===== config.mk =====
export PLATFORM = sky130hd
export DESIGN_NAME = ipsm_core
export DESIGN_NICKNAME = d
export VERILOG_FILES = /design/src/inc/ipsm_pkg.sv /design/src/core/ipsm_core.sv
export SDC_FILE = /design/constraint.sdc
export NUM_CORES = 1
export LEC_CHECK = 0
export ABC_AREA = 1
export BUFFER_PORTS_ARGS = -buffer_cell sky130_fd_sc_hd__buf_2
export CAP_MARGIN = 20
export CORE_MARGIN = 10
export CORE_UTILIZATION = 37
export CTS_CLUSTER_SIZE = 20
export DETAILED_ROUTE_END_ITERATION = 10
export PLACE_DENSITY_LB_ADDON = 0.3
export SLEW_MARGIN = 20
export SYNTH_ARGS = -nofsm -noshare
export SYNTH_HDL_FRONTEND = slang
export SYNTH_SLANG_ARGS = --single-unit
export TNS_END_PERCENT = 1

===== constraint.sdc =====
create_clock -name mclk -period 4.4 [get_ports mclk]
set_clock_uncertainty 0.15 [all_clocks]
set_input_delay 0.88 -clock mclk [delete_from_list [all_inputs] [get_ports mclk]]
set_output_delay 0.88 -clock mclk [all_outputs]
set_load 0.02 [all_outputs]

===== src/inc/ipsm_pkg.sv =====
package ipsm_pkg;

   localparam int IPSM_STATE_W = 4;
   localparam int IPSM_EV_W = 4;
   localparam int IPSM_ACT_W = 4;

   typedef enum logic [3:0] {
      st_no_init = 4'h0,
      st_master_idle = 4'h1,
      st_master_slave_idle = 4'h2,
      st_start_wait = 4'h3,
      st_wr_addr_wait = 4'h4,
      st_rd_addr_wait = 4'h5,
      st_tx_wait = 4'h6,
      st_rx_wait = 4'h7,
      st_stop_wait = 4'h8,
      st_arb_lost = 4'h9,
      st_timeout = 4'ha
   } ipsm_state_e;

   typedef enum logic [3:0] {
      ev_init_req = 4'h0,
      ev_slave_enable_req = 4'h1,
      ev_master_start_req = 4'h2,
      ev_start_seen = 4'h3,
      ev_addr_done = 4'h4,
      ev_data_sent = 4'h5,
      ev_data_received = 4'h6,
      ev_stop_seen = 4'h7,
      ev_arb_lost = 4'h8,
      ev_nack_seen = 4'h9,
      ev_bus_timeout = 4'ha,
      ev_none = 4'hf
   } ipsm_ev_e;

   typedef enum logic [3:0] {
      act_init = 4'h0,
      act_gen_start = 4'h1,
      act_after_start = 4'h2,
      act_after_addr = 4'h3,
      act_slave_match = 4'h4,
      act_send_data = 4'h5,
      act_recv_data = 4'h6,
      act_comm_end = 4'h7,
      act_arb_lost = 4'h8,
      act_nack = 4'h9,
      act_slave_enable = 4'ha,
      act_timeout = 4'hb,
      act_none = 4'hf
   } ipsm_act_e;

   typedef enum logic [1:0] {
      mode_none = 2'h0,
      mode_m_send = 2'h1,
      mode_m_receive = 2'h2,
      mode_slave = 2'h3
   } ipsm_mode_e;

   typedef enum logic [2:0] {
      chs_no_init = 3'h0,
      chs_idle = 3'h1,
      chs_finish = 3'h2,
      chs_nack = 3'h3,
      chs_communication = 3'h4
   } ipsm_chs_e;

   typedef struct packed {
      logic init;
      logic slave_en;
      logic master_start;
      logic master_rx;
      logic last_byte;
   } ipsm_host_s;

   typedef struct packed {
      logic start;
      logic stop;
      logic arb_lost;
      logic nack;
      logic timeout;
   } ipsm_eflag_s;

   typedef struct packed {
      logic error_event_irq;
      ipsm_eflag_s eflag;
      logic tx_end_irq;
      logic tx_empty_irq;
      logic rx_full_irq;
   } ipsm_irq_s;

   typedef struct packed {
      ipsm_state_e state;
      ipsm_mode_e mode;
      ipsm_chs_e ch_status;
      ipsm_act_e act;
      logic act_vld;
      logic err;
      logic nack_seen;
      ipsm_ev_e ev;
   } ipsm_regs_s;

   localparam ipsm_regs_s IPSM_REGS_RST = '{
      state: st_no_init,
      mode: mode_none,
      ch_status: chs_no_init,
      act: act_none,
      act_vld: 1'b0,
      err: 1'b0,
      nack_seen: 1'b0,
      ev: ev_none
   };

endpackage


===== src/core/ipsm_core.sv =====
// What this block does
// - Eleven protocol states, uninitialised through timeout
// - Host requests count as events too
// - Error interrupt split into five flag events
// - Transmit irqs give address or data event
// - State changes only on an event
// - Master request in idle generates start
// - Slave enable from master idle; else error
// - Slave idle: address or receive means match
// - Start wait: start seen runs post-start
// - Address waits accept only their own event among transmit/receive
// - Data sent handled in transmit or arb-lost
// - Receive handled in slave idle, read address wait, receive or arb-lost
// - Stop handled in stop wait, arb-lost
// - Arbitration lost handled in start..receive waits
// - NACK handled from start wait to stop wait
// - Timeout handled start..stop wait; timeout state dead
// - Unassigned events give generic error
// - Channel status idle/finish/nack or communicating
`timescale 1ns/10ps

module ipsm_core
   import ipsm_pkg::*;
(
   input wire logic mclk,
   input wire logic arst_n,
   input wire ipsm_host_s host_req,
   input wire ipsm_irq_s irq,
   output ipsm_state_e state,
   output ipsm_mode_e mode,
   output ipsm_chs_e ch_status,
   output ipsm_act_e act,
   output logic act_vld,
   output logic err,
   output ipsm_ev_e ev_taken
);

   ipsm_regs_s r;
   ipsm_regs_s r_nxt;
   ipsm_ev_e ev;
   logic ev_vld;
   logic tx_is_addr;

   // Transmit irqs mean address done only while an address phase is pending
   always_comb
   begin
      tx_is_addr = (r.state == st_master_slave_idle) || (r.state == st_wr_addr_wait);
   end

   // One event per cycle; simultaneous sources are taken by fixed priority
   // and the lower ones are dropped, so the sources must not overlap
   always_comb
   begin
      ev = ev_none;
      ev_vld = 1'b1;
      if (host_req.init)
      begin
         ev = ev_init_req;
      end
      else if (host_req.slave_en)
      begin
         ev = ev_slave_enable_req;
      end
      else if (host_req.master_start)
      begin
         ev = ev_master_start_req;
      end
      else if (irq.error_event_irq && irq.eflag.start)
      begin
         ev = ev_start_seen;
      end
      else if (irq.error_event_irq && irq.eflag.stop)
      begin
         ev = ev_stop_seen;
      end
      else if (irq.error_event_irq && irq.eflag.arb_lost)
      begin
         ev = ev_arb_lost;
      end
      else if (irq.error_event_irq && irq.eflag.nack)
      begin
         ev = ev_nack_seen;
      end
      else if (irq.error_event_irq && irq.eflag.timeout)
      begin
         ev = ev_bus_timeout;
      end
      else if (irq.tx_end_irq || irq.tx_empty_irq)
      begin
         ev = tx_is_addr ? ev_addr_done : ev_data_sent;
      end
      else if (irq.rx_full_irq)
      begin
         ev = ev_data_received;
      end
      else
      begin
         ev_vld = 1'b0;
      end
   end

   always_comb
   begin
      r_nxt = r;
      r_nxt.act = act_none;
      r_nxt.act_vld = 1'b0;
      r_nxt.err = 1'b0;
      r_nxt.ev = ev_none;
      // Without an event nothing moves
      if (ev_vld)
      begin
         r_nxt.ev = ev;
         r_nxt.act_vld = 1'b1;
         // Error is the default; each legal pair below overrides it
         r_nxt.act = act_none;
         r_nxt.err = 1'b1;
         unique case (ev)
            ev_init_req:
            begin
               if (r.state <= st_wr_addr_wait)
               begin
                  r_nxt.act = act_init;
                  r_nxt.err = 1'b0;
                  r_nxt.state = st_master_idle;
                  r_nxt.mode = mode_none;
                  r_nxt.ch_status = chs_idle;
                  r_nxt.nack_seen = 1'b0;
               end
            end
            ev_slave_enable_req:
            begin
               if (r.state == st_master_idle)
               begin
                  r_nxt.act = act_slave_enable;
                  r_nxt.err = 1'b0;
                  r_nxt.state = st_master_slave_idle;
                  r_nxt.ch_status = chs_idle;
               end
            end
            ev_master_start_req:
            begin
               if ((r.state == st_master_idle) || (r.state == st_master_slave_idle))
               begin
                  r_nxt.act = act_gen_start;
                  r_nxt.err = 1'b0;
                  r_nxt.state = st_start_wait;
                  r_nxt.mode = host_req.master_rx ? mode_m_receive : mode_m_send;
                  r_nxt.nack_seen = 1'b0;
                  r_nxt.ch_status = chs_communication;
               end
            end
            ev_start_seen:
            begin
               if (r.state == st_start_wait)
               begin
                  r_nxt.act = act_after_start;
                  r_nxt.err = 1'b0;
                  r_nxt.state = (r.mode == mode_m_receive) ? st_rd_addr_wait : st_wr_addr_wait;
               end
            end
            ev_addr_done:
            begin
               if (r.state == st_master_slave_idle)
               begin
                  // Slave asked to transmit
                  r_nxt.act = act_slave_match;
                  r_nxt.err = 1'b0;
                  r_nxt.state = st_tx_wait;
                  r_nxt.mode = mode_slave;
                  r_nxt.ch_status = chs_communication;
               end
               else if (r.state == st_wr_addr_wait)
               begin
                  r_nxt.act = act_after_addr;
                  r_nxt.err = 1'b0;
                  r_nxt.state = st_tx_wait;
               end
            end
            ev_data_sent:
            begin
               if (r.state == st_tx_wait)
               begin
                  r_nxt.act = act_send_data;
                  r_nxt.err = 1'b0;
                  r_nxt.state = host_req.last_byte ? st_stop_wait : st_tx_wait;
               end
               else if (r.state == st_arb_lost)
               begin
                  // Stay lost; the winner still clocks bytes through us
                  r_nxt.act = act_send_data;
                  r_nxt.err = 1'b0;
               end
            end
            ev_data_received:
            begin
               if (r.state == st_master_slave_idle)
               begin
                  // Slave being written to
                  r_nxt.act = act_slave_match;
                  r_nxt.err = 1'b0;
                  r_nxt.state = st_rx_wait;
                  r_nxt.mode = mode_slave;
                  r_nxt.ch_status = chs_communication;
               end
               else if (r.state == st_rd_addr_wait)
               begin
                  r_nxt.act = act_after_addr;
                  r_nxt.err = 1'b0;
                  r_nxt.state = st_rx_wait;
               end
               else if (r.state == st_rx_wait)
               begin
                  r_nxt.act = act_recv_data;
                  r_nxt.err = 1'b0;
                  r_nxt.state = host_req.last_byte ? st_stop_wait : st_rx_wait;
               end
               else if (r.state == st_arb_lost)
               begin
                  r_nxt.act = act_recv_data;
                  r_nxt.err = 1'b0;
               end
            end
            ev_stop_seen:
            begin
               if ((r.state == st_stop_wait) || (r.state == st_arb_lost))
               begin
                  r_nxt.act = act_comm_end;
                  r_nxt.err = 1'b0;
                  // Slave enable survives only a slave transfer; a master transfer returns to master idle
                  r_nxt.state = (r.mode == mode_slave) ? st_master_slave_idle : st_master_idle;
                  r_nxt.mode = mode_none;
                  r_nxt.ch_status = r.nack_seen ? chs_nack : chs_finish;
                  r_nxt.nack_seen = 1'b0;
               end
            end
            ev_arb_lost:
            begin
               if ((r.state >= st_start_wait) && (r.state <= st_rx_wait))
               begin
                  r_nxt.act = act_arb_lost;
                  r_nxt.err = 1'b0;
                  r_nxt.state = st_arb_lost;
               end
            end
            ev_nack_seen:
            begin
               if ((r.state >= st_start_wait) && (r.state <= st_stop_wait))
               begin
                  r_nxt.act = act_nack;
                  r_nxt.err = 1'b0;
                  r_nxt.state = st_stop_wait;
                  // Bus stays busy until the stop; the NACK is shown only once it is free
                  r_nxt.nack_seen = 1'b1;
               end
            end
            ev_bus_timeout:
            begin
               if ((r.state >= st_start_wait) && (r.state <= st_stop_wait))
               begin
                  r_nxt.act = act_timeout;
                  r_nxt.err = 1'b0;
                  r_nxt.state = st_timeout;
               end
            end
            default:
            begin
               r_nxt.err = 1'b1;
            end
         endcase
      end
   end

   always_ff @(posedge mclk or negedge arst_n)
   begin
      if (!arst_n)
      begin
         r <= IPSM_REGS_RST;
      end
      else
      begin
         r <= r_nxt;
      end
   end

   assign state = r.state;
   assign mode = r.mode;
   assign ch_status = r.ch_status;
   assign act = r.act;
   assign act_vld = r.act_vld;
   assign err = r.err;
   assign ev_taken = r.ev;

endmodule // ipsm_core


==> results of run 1 <==
where the power goes:
group | switching (mW) | leakage [nW] | total (mW) | internal (mW)
combinational | 0.209 | 0.859 | 0.299 | 0.0907
sequential | 0.0247 | 0.238 | 0.250 | 0.225
clock | 0.0637 | 0.0288 | 0.143 | 0.0797
synthesized netlist by cell type:
cell type	instances	area, um2
nand2_1	64	240.2
nor2_1	41	153.9
inv_1	38	142.6
nand3_1	28	140.1
buf_4	17	127.6
dfrtp_1	12	300.3
inv_2	9	33.78
nand4_1	9	56.30
a21oi_1	8	40.04
dfstp_2	8	210.2
nand2_2	7	43.79
nor2_2	5	31.28
o21ai_0	5	25.02
nor3_1	4	20.02
nand2_4	3	33.78
o21ai_1	3	15.01
nand4_2	2	25.02
nor2_4	2	22.52
o21a_1	2	15.01
a21oi_2	1	8.760
a21oi_4	1	16.27
a31oi_4	1	21.27
clkinv_1	1	3.750
inv_4	1	6.260
nand3_2	1	10.01
nor3_4	1	16.27
nor3b_1	1	7.510
o211ai_1	1	7.510
cells by family (layout without fill, tap and decap cells):
kind of cell           after synthesis  in the layout  synth area share, %
AO/OA/AOI/OAI                       22             22                8.392
AND/OR/NAND/NOR                    168            168                45.13
flip-flops                          20             20                28.77
buffers and inverters               66             87                17.70
metal layers:
layer	wire (um)	track usage, %	vias up
li1	-	-	890
met1	2078	16.38	766
met2	2300	21.65	77
met3	432	2.461	12
met4	64	4.191	0
met5	0	0	-
critical path, stage by stage:
cell and delay (ns):
buf_2 0.12, nor2_1 0.15, inv_1 0.12, nor3_4 0.17, nand2_1 0.14, a21oi_4 0.30, nand3_1 0.26, nor2_1 0.21
o21ai_1 0.10, nand3_1 0.10, nand2_1 0.06, nand2_1 0.07
flip-flops by register name, summed over array words and instances, names as in the netlist:
signal     cells
act            4
ev_taken       4
state          4
ch_status      3
mode           2
act_vld        1
err            1
r              1
final timing paths:
kind | start | endpoint | slack (ns) | depth (start not counted)
worst max-delay path | host_req[4] | state[0]$_DFFE_PN0P_ | 1.78 | 12
worst min-delay path | ch_status[1]$_DFFE_PN0P_ | ch_status[1]$_DFFE_PN0P_ | 0.32 | 2
worst max register to register | state[3]$_DFFE_PN0P_ | ch_status[0]$_DFFE_PN0P_ | 2.09 | 16
worst min register to register | ch_status[1]$_DFFE_PN0P_ | ch_status[1]$_DFFE_PN0P_ | 0.32 | 2
max in group asynchronous | arst_n | ev_taken[2]$_DFF_PN1_ | 3.37 | 1
min in group asynchronous | arst_n | ch_status[2]$_DFFE_PN0P_ | 0.39 | 1
area by class of cell:
| type | count | area, um2 | area share [%] |
|---|---|---|---|
| well taps | 54 | 67.56 | 3.484 |
| repair buffers | 34 | 170.2 | 8.774 |
| clock buffers | 4 | 55.05 | 2.839 |
| flip-flops and latches | 20 | 510.5 | 26.32 |
| multi-input cells | 190 | 949.7 | 48.97 |
| inverters | 49 | 186.4 | 9.613 |
==> metrics.csv, run 1 <==
stage,metric,value,unit
run_status,status,completed,
setup_path,Startpoint Class,primary input,
logic_synthesis,Synthesized Nets,292,
die,num ports,35,
setup_path,arrival time worst endpoint,2.68,ns
setup_path,crit path kind,primary input to flop,
hold_path,Worst Hold Class,flop to flop,
power_and_ir_drop,Lkg Pwr,1.126,nW
global_route,vias in the first global route,1714,
clock_tree,Clock Sinks,20,
die,Die Width,89.25,um
job,MaxCap Viol Count,0,
logic_synthesis,syn avg cell area,6.428,um2
timing,max_slew headroom,69.73,%
drt,1st-iter DRT viols,193,
place,Placement Cell Area,1884,um2
drt,Via density,4.972,
final_layout,final antenna diode count,0,
logic_synthesis,cells after synthesis,276,
setup_path,crit path capture type,flop,
timing,f_max,0.3814,GHz
final_layout,"commonest cells after routing, fill and taps aside","64 x nand2_1, 41 x nor2_1, 38 x inv_1, 34 x buf_2, 28 x nand3_1",
drt,TritonRoute pass-1 iters,5,
timing,Final Max Slew Viols,0,
drt,drt wl/cell,13.89,um
power_and_ir_drop,PwrDens,357.1,nW/um2
place,gpl congestion,1.019,
clock_tree,Num CTS Buffers,3,
timing,setup TNS,0,ns
clock_tree,clk slew on worst S/H paths,0.08,ns
global_route,initial antenna violation count,0,
final_layout,number of fill cells in the layout,511,
global_route,gr ovfl total,0,
timing,Final setup viols,0,
place,Post-DP HPWL,4064,um
place,Port Buffer Count,34,
drt,Post-Route WL,4875,um
drt,Vias,1745,
timing,RSZ-0062 raised after global routing,false,
timing,Final Cycle Share,59.58,%
die,# rows,25,
logic_synthesis,unique cell type count in the Yosys netlist,28,
timing,worst hold margin,0.3239,ns
logic_synthesis,post-synthesis instance area,1774,um2
timing,Slew @ Worst Pin,0.4523,ns
global_route,global-route wire length before repair,8176,um
final_layout,nets,314,
logic_synthesis,number of synthesized register bits,20,
global_route,largest net degree at the start of global routing,21,
setup_path,CP max FO,8,
timing,Final Hold Vio Count,0,
drt,post-route ant nets,0,
timing,final setup margin,1.778,ns
power_and_ir_drop,"Power, Total",0.6926,mW
final_layout,Area Overhead vs Synth,9.309,%
power_and_ir_drop,Peak VDD IR,152.5,uV
final_layout,post-route cell area,1939,um2
global_route,gr usage total,12.98,%
clock_tree,clk_lat worst skew,0.26,ns
final_layout,Final Non-Filler Cells,351,
clock_tree,cts hold-fix bufs,0,
clock_tree,CTS max path bufs,2,
die,effective utilization at floorplan,37.81,%
place,placed cells,347,
logic_synthesis,register area share after synthesis,28.77,%
clock_tree,"Setup Fix Bufs, Post-CTS",0,
timing,min cycle time layout,2.622,ns
die,core area,4692,um2
setup_path,WP data required,4.46,ns
clock_tree,Root Driver,clkbuf_8,
clock_tree,CTS tree,built,
place,post-place setup slack,1.561,ns
die,Die H,89.25,um
final_layout,layout cells sized above 1,26.94,%
final_layout,"most common cell after layout, fill and taps aside",nand2_1,
drt,DRC viols,0,
clock_tree,H-Tree Depth,1,
final_layout,Layout Utilization,41.33,%
die,area of the die,7965,um2
logic_synthesis,Ys Warns,0,
clock_tree,post_cts resized,0,
Power figures use the tool's default switching activity.
==> run 2: changes to the inputs <==
clock period = 2.45 ns   (was 4.4 ns; I/O delays follow)
==> metrics.csv, run 2 (synthesis gave the netlist of run 1 again) <==
stage,metric,value,unit,change
run_status,status,completed,,unchanged
clock_tree,Num CTS Buffers,3,,unchanged
drt,1st-iter DRT viols,127,,was 193
die,num ports,35,,unchanged
timing,Final Max Slew Viols,0,,unchanged
final_layout,number of fill cells in the layout,491,,was 511
place,gpl congestion,0.9849,,was 1.019
drt,Via density,4.793,,was 4.972
timing,f_max,0.4436,GHz,
final_layout,Layout Utilization,45.09,%,was 41.33%
timing,final setup margin,0.1955,ns,was 1.778 ns
timing,setup TNS,0,ns,unchanged
final_layout,final antenna diode count,0,,unchanged
final_layout,Reg area,510.5,um2,unchanged
final_layout,Area Overhead vs Synth,19.25,%,was 9.309%
final_layout,area of the multi-input gates,952.2,um2,was 949.7 um2
setup_path,crit path kind,flop to flop,,was primary input to flop
timing,max_slew headroom,71.52,%,was 69.73%
drt,TritonRoute pass-1 iters,4,,was 5
global_route,vias in the first global route,1729,,was 1714
clock_tree,CTS tree,built,,unchanged
power_and_ir_drop,Lkg Pwr,1.231,nW,was 1.126 nW
global_route,global-route wire length before repair,8190,um,was 8176 um
power_and_ir_drop,sw power,0.5406,mW,was 0.2970 mW
power_and_ir_drop,Peak VDD IR,516.3,uV,was 152.5 uV
clock_tree,CTS max path bufs,2,,unchanged
global_route,gr ovfl total,0,,unchanged
drt,drt wl/cell,13.52,um,was 13.89 um
place,Port Buffer Count,34,,unchanged
setup_path,crit path capture type,flop,,unchanged
die,effective utilization at floorplan,37.81,%,unchanged
drt,DRC viols,0,,unchanged
die,# rows,25,,unchanged
clock_tree,clk_lat worst skew,0.26,ns,about the same
timing,Final Cycle Share,92.02,%,
timing,min cycle time layout,2.255,ns,
drt,Vias,1783,,was 1745
place,Post-DP HPWL,4318,um,was 4064 um
die,Die H,89.25,um,unchanged
power_and_ir_drop,"Power, Total",1.358,mW,was 0.6926 mW
place,post-place setup slack,0.05213,ns,was 1.561 ns
die,area of the die,7965,um2,unchanged
power_and_ir_drop,combinational share of power,42.5,%,was 43.2%
global_route,largest net degree at the start of global routing,21,,unchanged
clock_tree,Clock Sinks,20,,unchanged
setup_path,arrival time worst endpoint,2.26,ns,was 2.68 ns
setup_path,WP data required,2.46,ns,was 4.46 ns
power_and_ir_drop,PwrDens,642.1,nW/um2,was 357.1 nW/um2
global_route,gr usage total,13.30,%,was 12.98%
power_and_ir_drop,clock power share,24.3,%,was 20.7%
clock_tree,clk slew on worst S/H paths,0.07,ns,was 0.08 ns
clock_tree,"Setup Fix Bufs, Post-CTS",0,,unchanged
hold_path,Worst Hold Class,primary input to async pin,,was flop to flop
place,placed cells,368,,was 347
drt,post-route ant nets,0,,unchanged
place,Placement Cell Area,2042,um2,was 1884 um2
final_layout,nets,335,,was 314
die,Die Width,89.25,um,unchanged
die,core area,4692,um2,unchanged
job,MaxCap Viol Count,0,,unchanged
drt,Post-Route WL,5030,um,was 4875 um
final_layout,"most common cell after layout, fill and taps aside",nand2_1,,unchanged
power_and_ir_drop,sw frac,39.80,%,was 42.89%
timing,RSZ-0062 raised after global routing,false,,unchanged
power_and_ir_drop,sequential power share,33.2,%,was 36.1%
timing,Slew @ Worst Pin,0.4271,ns,was 0.4523 ns
clock_tree,H-Tree Depth,1,,unchanged
final_layout,post-route cell area,2116,um2,was 1939 um2
timing,Final setup viols,0,,unchanged
final_layout,layout cells sized above 1,32.08,%,was 26.94%
power_and_ir_drop,Internal,0.8179,mW,was 0.3955 mW
final_layout,Final Non-Filler Cells,372,,was 351
clock_tree,Root Driver,clkbuf_8,,unchanged
setup_path,Startpoint Class,flop,,was primary input
timing,worst hold margin,0.004995,ns,was 0.3239 ns
global_route,initial antenna violation count,0,,unchanged
timing,Final Hold Vio Count,0,,unchanged
setup_path,CP max FO,7,,was 8
final_layout,"commonest cells after routing, fill and taps aside","64 x nand2_1, 40 x nor2_1, 38 x inv_1, 34 x buf_2, 28 x nand3_1",,"was 64 x nand2_1, 41 x nor2_1, 38 x inv_1, 34 x buf_2, 28 x nand3_1"
## run 2: final cells by class
type | instances | share of cell area [%]
multi-input cells | 190 | 45.00
flip-flops and latches | 20 | 24.13
repair buffers | 55 | 15.49
inverters | 49 | 8.811
well taps | 54 | 3.193
clock buffers | 3 | 1.952
clock inverters | 1 | 1.419
## run 2: path summary, 6_finish.rpt
kind | cells past startpoint | to | slack [ns] | start
setup / recovery | 17 | state[0]$_DFFE_PN0P_ | 0.20 | state[1]$_DFFE_PN0P_
hold / removal | 1 | ch_status[2]$_DFFE_PN0P_ | 0.005 | arst_n
setup reg to reg | 17 | state[0]$_DFFE_PN0P_ | 0.20 | state[1]$_DFFE_PN0P_
hold reg to reg | 2 | ch_status[1]$_DFFE_PN0P_ | 0.32 | ch_status[1]$_DFFE_PN0P_
max in group asynchronous | 1 | ev_taken[1]$_DFF_PN1_ | 1.82 | arst_n
min in group mclk | 2 | ch_status[1]$_DFFE_PN0P_ | 0.32 | ch_status[1]$_DFFE_PN0P_
## run 2: worst max-delay path, cell delays in order (launching register included)
cell and delay, ns:
dfrtp_1 0.48, inv_1 0.06, nor2_1 0.12, nand2_1 0.11, nand3_1 0.10, nand2_1 0.06, nand2_2 0.07, nand2_1 0.06
nand2_2 0.10, nand2_4 0.08, nand2_4 0.11, nand2_1 0.09, nand3_2 0.10, nand2_2 0.06, nor2_2 0.16, nand2_2 0.10
nand2_1 0.06, nand2_1 0.05
## run 2: per-layer routing
| layer | up-vias | global-route usage [%] | wire length, um |
|---|---|---|---|
| met5 | - | 0 | 0 |
| met4 | 0 | 4.335 | 115 |
| met3 | 14 | 2.644 | 307 |
| met2 | 51 | 22.44 | 2324 |
| met1 | 782 | 16.47 | 2282 |
| li1 | 936 | - | - |
## run 2: repair_timing
| item | CTS | global route |
|---|---|---|
| setup endpoints to repair | 0 | 3 |
| gates resized for setup | 0 | 1 |
| hold buffers | 0 | 0 |
## run 2: power by group through the flow
stage | registers, mW | logic (mW) | clock network (mW)
final | 0.452 | 0.577 | 0.330
after global routing | 0.461 | 0.647 | 0.355
after CTS | 0.452 | 0.580 | 0.339
after detailed placement | 0.458 | 0.577 | 0
after global placement | 0.457 | 0.579 | 0
after floorplan | 0.454 | 0.450 | 0
==> run 3: changes to the inputs <==
CORE_MARGIN = 1   (was 10)
RECOVER_POWER = 25   (was default)
==> metrics.csv, run 3 (synthesis gave the netlist of run 1 again) <==
stage,metric,value,unit,change
power_and_ir_drop,PwrDens,631.9,nW/um2,was 642.1 nW/um2
timing,Final Hold Vio Count,0,,unchanged
drt,1st-iter DRT viols,107,,was 127
final_layout,nets,329,,was 335
clock_tree,Clock Sinks,20,,unchanged
power_and_ir_drop,Peak VDD IR,331.4,uV,was 516.3 uV
setup_path,crit path capture type,flop,,unchanged
setup_path,Critical Path Source,state[3]$_DFFE_PN0P_,,was state[1]$_DFFE_PN0P_
clock_tree,H-Tree Depth,1,,unchanged
setup_path,crit path kind,flop to flop,,unchanged
setup_path,CP max FO,6,,was 7
setup_path,WP buf/inv,0,,was 1
clock_tree,Root Driver,clkbuf_8,,unchanged
power_and_ir_drop,Lkg Pwr,1.203,nW,was 1.231 nW
timing,worst hold margin,0.2475,ns,was 0.004995 ns
die,num ports,35,,unchanged
timing,f_max,0.4418,GHz,was 0.4436 GHz
clock_tree,CTS max path bufs,2,,unchanged
global_route,met3 GRT Util,5.063,%,was 2.644%
drt,Vias,1832,,was 1783
timing,Final Cycle Share,92.39,%,was 92.02%
setup_path,Critical path destination,state[0]$_DFFE_PN0P_,,unchanged
final_layout,number of fill cells in the layout,473,,was 491
clock_tree,clk slew on worst S/H paths,0.08,ns,was 0.07 ns
final_layout,final antenna diode count,0,,unchanged
final_layout,Area Overhead vs Synth,17.84,%,was 19.25%
job,MaxCap Viol Count,0,,unchanged
setup_path,"slowest stage delay, CP",0.48,ns,about the same
setup_path,Crit path depth,15,,was 17
timing,final setup margin,0.1865,ns,was 0.1955 ns
setup_path,"most used cell, CP",nand2_1,,unchanged
place,placed cells,357,,was 368
die,Die Width,71.25,um,was 89.25 um
die,# rows,24,,was 25
run_status,status,finished with violations,,was completed
clock_tree,Num CTS Buffers,3,,unchanged
timing,min cycle time layout,2.263,ns,was 2.255 ns
global_route,gr ovfl total,0,,unchanged
final_layout,Reg area,513.0,um2,was 510.5 um2
timing,max_slew headroom,26.82,%,was 71.52%
timing,RSZ-0062 raised after global routing,false,,unchanged
global_route,met1 Use GR,27.01,%,was 16.47%
die,effective utilization at floorplan,39.65,%,was 37.81%
drt,Post-Route WL,4824,um,was 5030 um
drt,post-route ant nets,0,,unchanged
global_route,initial antenna violation count,0,,unchanged
final_layout,"most common cell after layout, fill and taps aside",nand2_1,,unchanged
drt,DRC viols,2,,was 0
setup_path,worst r2r src,state[3]$_DFFE_PN0P_,,was state[1]$_DFFE_PN0P_
timing,Final setup viols,0,,unchanged
final_layout,area of the multi-input gates,989.7,um2,was 952.2 um2
setup_path,WP data required,2.52,ns,was 2.46 ns
global_route,vias in the first global route,1751,,was 1729
drt,drt wl/cell,13.25,um,was 13.52 um
setup_path,CP max stage cell,dfrtp_2,,was dfrtp_1
drt,TritonRoute pass-1 iters,7,,was 4
setup_path,Startpoint Class,flop,,unchanged
setup_path,Reg-to-Reg End,state[0]$_DFFE_PN0P_,,unchanged
die,area of the die,5076,um2,was 7965 um2
global_route,gr usage total,20.65,%,was 13.30%
setup_path,"CP delay by family, top",simple AND/OR/NAND/NOR gates,,unchanged
hold_path,Worst Hold Class,primary input to async pin,,unchanged
global_route,GR peak layer,met2,,unchanged
setup_path,R2R Setup Slk,0.19,ns,was 0.20 ns
final_layout,layout cells sized above 1,32.05,%,was 32.08%
place,post-place setup slack,-0.04801,ns,was 0.05213 ns
setup_path,critical-path cell list,nor2_4 > nand2_1 > nand3_1 > nand2_1 > nand2_2 > nand2_1 > nand2_2 > nand2_4 > nand2_4 > nand4_1 > nand2_1 > nor2_2 > nand2_2 > nand2_1 > nand2_1,,was inv_1 > nor2_1 > nand2_1 > nand3_1 > nand2_1 > nand2_2 > nand2_1 > nand2_2 > nand2_4 > nand2_4 > nand2_1 > nand3_2 > nand2_2 > nor2_2 > nand2_2 > nand2_1 > nand2_1
clock_tree,CTS tree,built,,unchanged
global_route,global-route wire length before repair,8176,um,was 8190 um
place,Port Buffer Count,34,,unchanged
final_layout,Layout Utilization,46.73,%,was 45.09%
timing,Final Max Slew Viols,0,,unchanged
global_route,largest net degree at the start of global routing,21,,unchanged
run_status,failing checks,DRC,,
place,gpl congestion,1.019,,was 0.9849
global_route,grt met2 use,33.86,%,was 22.44%
die,Die H,71.25,um,was 89.25 um
timing,Slew @ Worst Pin,1.098,ns,was 0.4271 ns
final_layout,Final Non-Filler Cells,364,,was 372
clock_tree,clk_lat worst skew,0.27,ns,was 0.26 ns
place,Post-DP HPWL,3947,um,was 4318 um
power_and_ir_drop,"Power, Total",1.321,mW,was 1.358 mW
drt,Via density,5.033,,was 4.793
setup_path,arrival time worst endpoint,2.33,ns,was 2.26 ns
setup_path,Worst R2R Path Depth,15,,was 17
final_layout,"commonest cells after routing, fill and taps aside","64 x nand2_1, 39 x nor2_1, 38 x inv_1, 33 x buf_2, 28 x nand3_1",,"was 64 x nand2_1, 40 x nor2_1, 38 x inv_1, 34 x buf_2, 28 x nand3_1"
die,core area,4474,um2,was 4692 um2
## run 3: where the power goes
group / switching (mW) / internal [mW]
combinational: 0.402 / 0.207
sequential: 0.0427 / 0.405
clock: 0.120 / 0.144
total: 0.565 / 0.756
## run 3: how the worst min path moves through the flow
| stage | to | slack [ns] | cells past startpoint |
|---|---|---|---|
| after CTS | state[3]$_DFFE_PN0P_ | 0.03 | 1 |
| after detailed placement | ch_status[2]$_DFFE_PN0P_ | 0.30 | 2 |
| after global placement | ch_status[1]$_DFFE_PN0P_ | 0.30 | 2 |
| after global routing | state[3]$_DFFE_PN0P_ | 0.36 | 1 |
| final | state[1]$_DFFE_PN0P_ | 0.25 | 1 |
| after floorplan | act_vld$_DFF_PN0_ | 0.04 | 0 |
## run 3: repair_timing
item	4_1_cts	5_1_grt
hold buffers	0	0
gates resized for setup	0	11
setup endpoints to repair	0	11
setup buffers	0	3
## run 3: routing by layer
| layer | part of all wire [%] | up-vias |
|---|---|---|
| met5 | 0 | - |
| met4 | 2.6 | 0 |
| met3 | 5.5 | 16 |
| met2 | 47 | 60 |
| met1 | 45 | 829 |
| li1 | - | 927 |
## run 3: cell type report
cell class	count	area share, %
inverters	49	8.917
flip-flops and latches	20	24.54
clock buffers	4	2.633
repair buffers	49	13.46
multi-input cells	190	47.34
well taps	52	3.112
## run 3: stage by stage
stage / area [um2] / setup TNS (ns)
floorplan: 1774 / 0
global placement: 1972 / -0.1322
detailed placement: 1972 / -0.1498
CTS: 2027 / 0
global route: 2091 / 0
finish: 2091 / 0
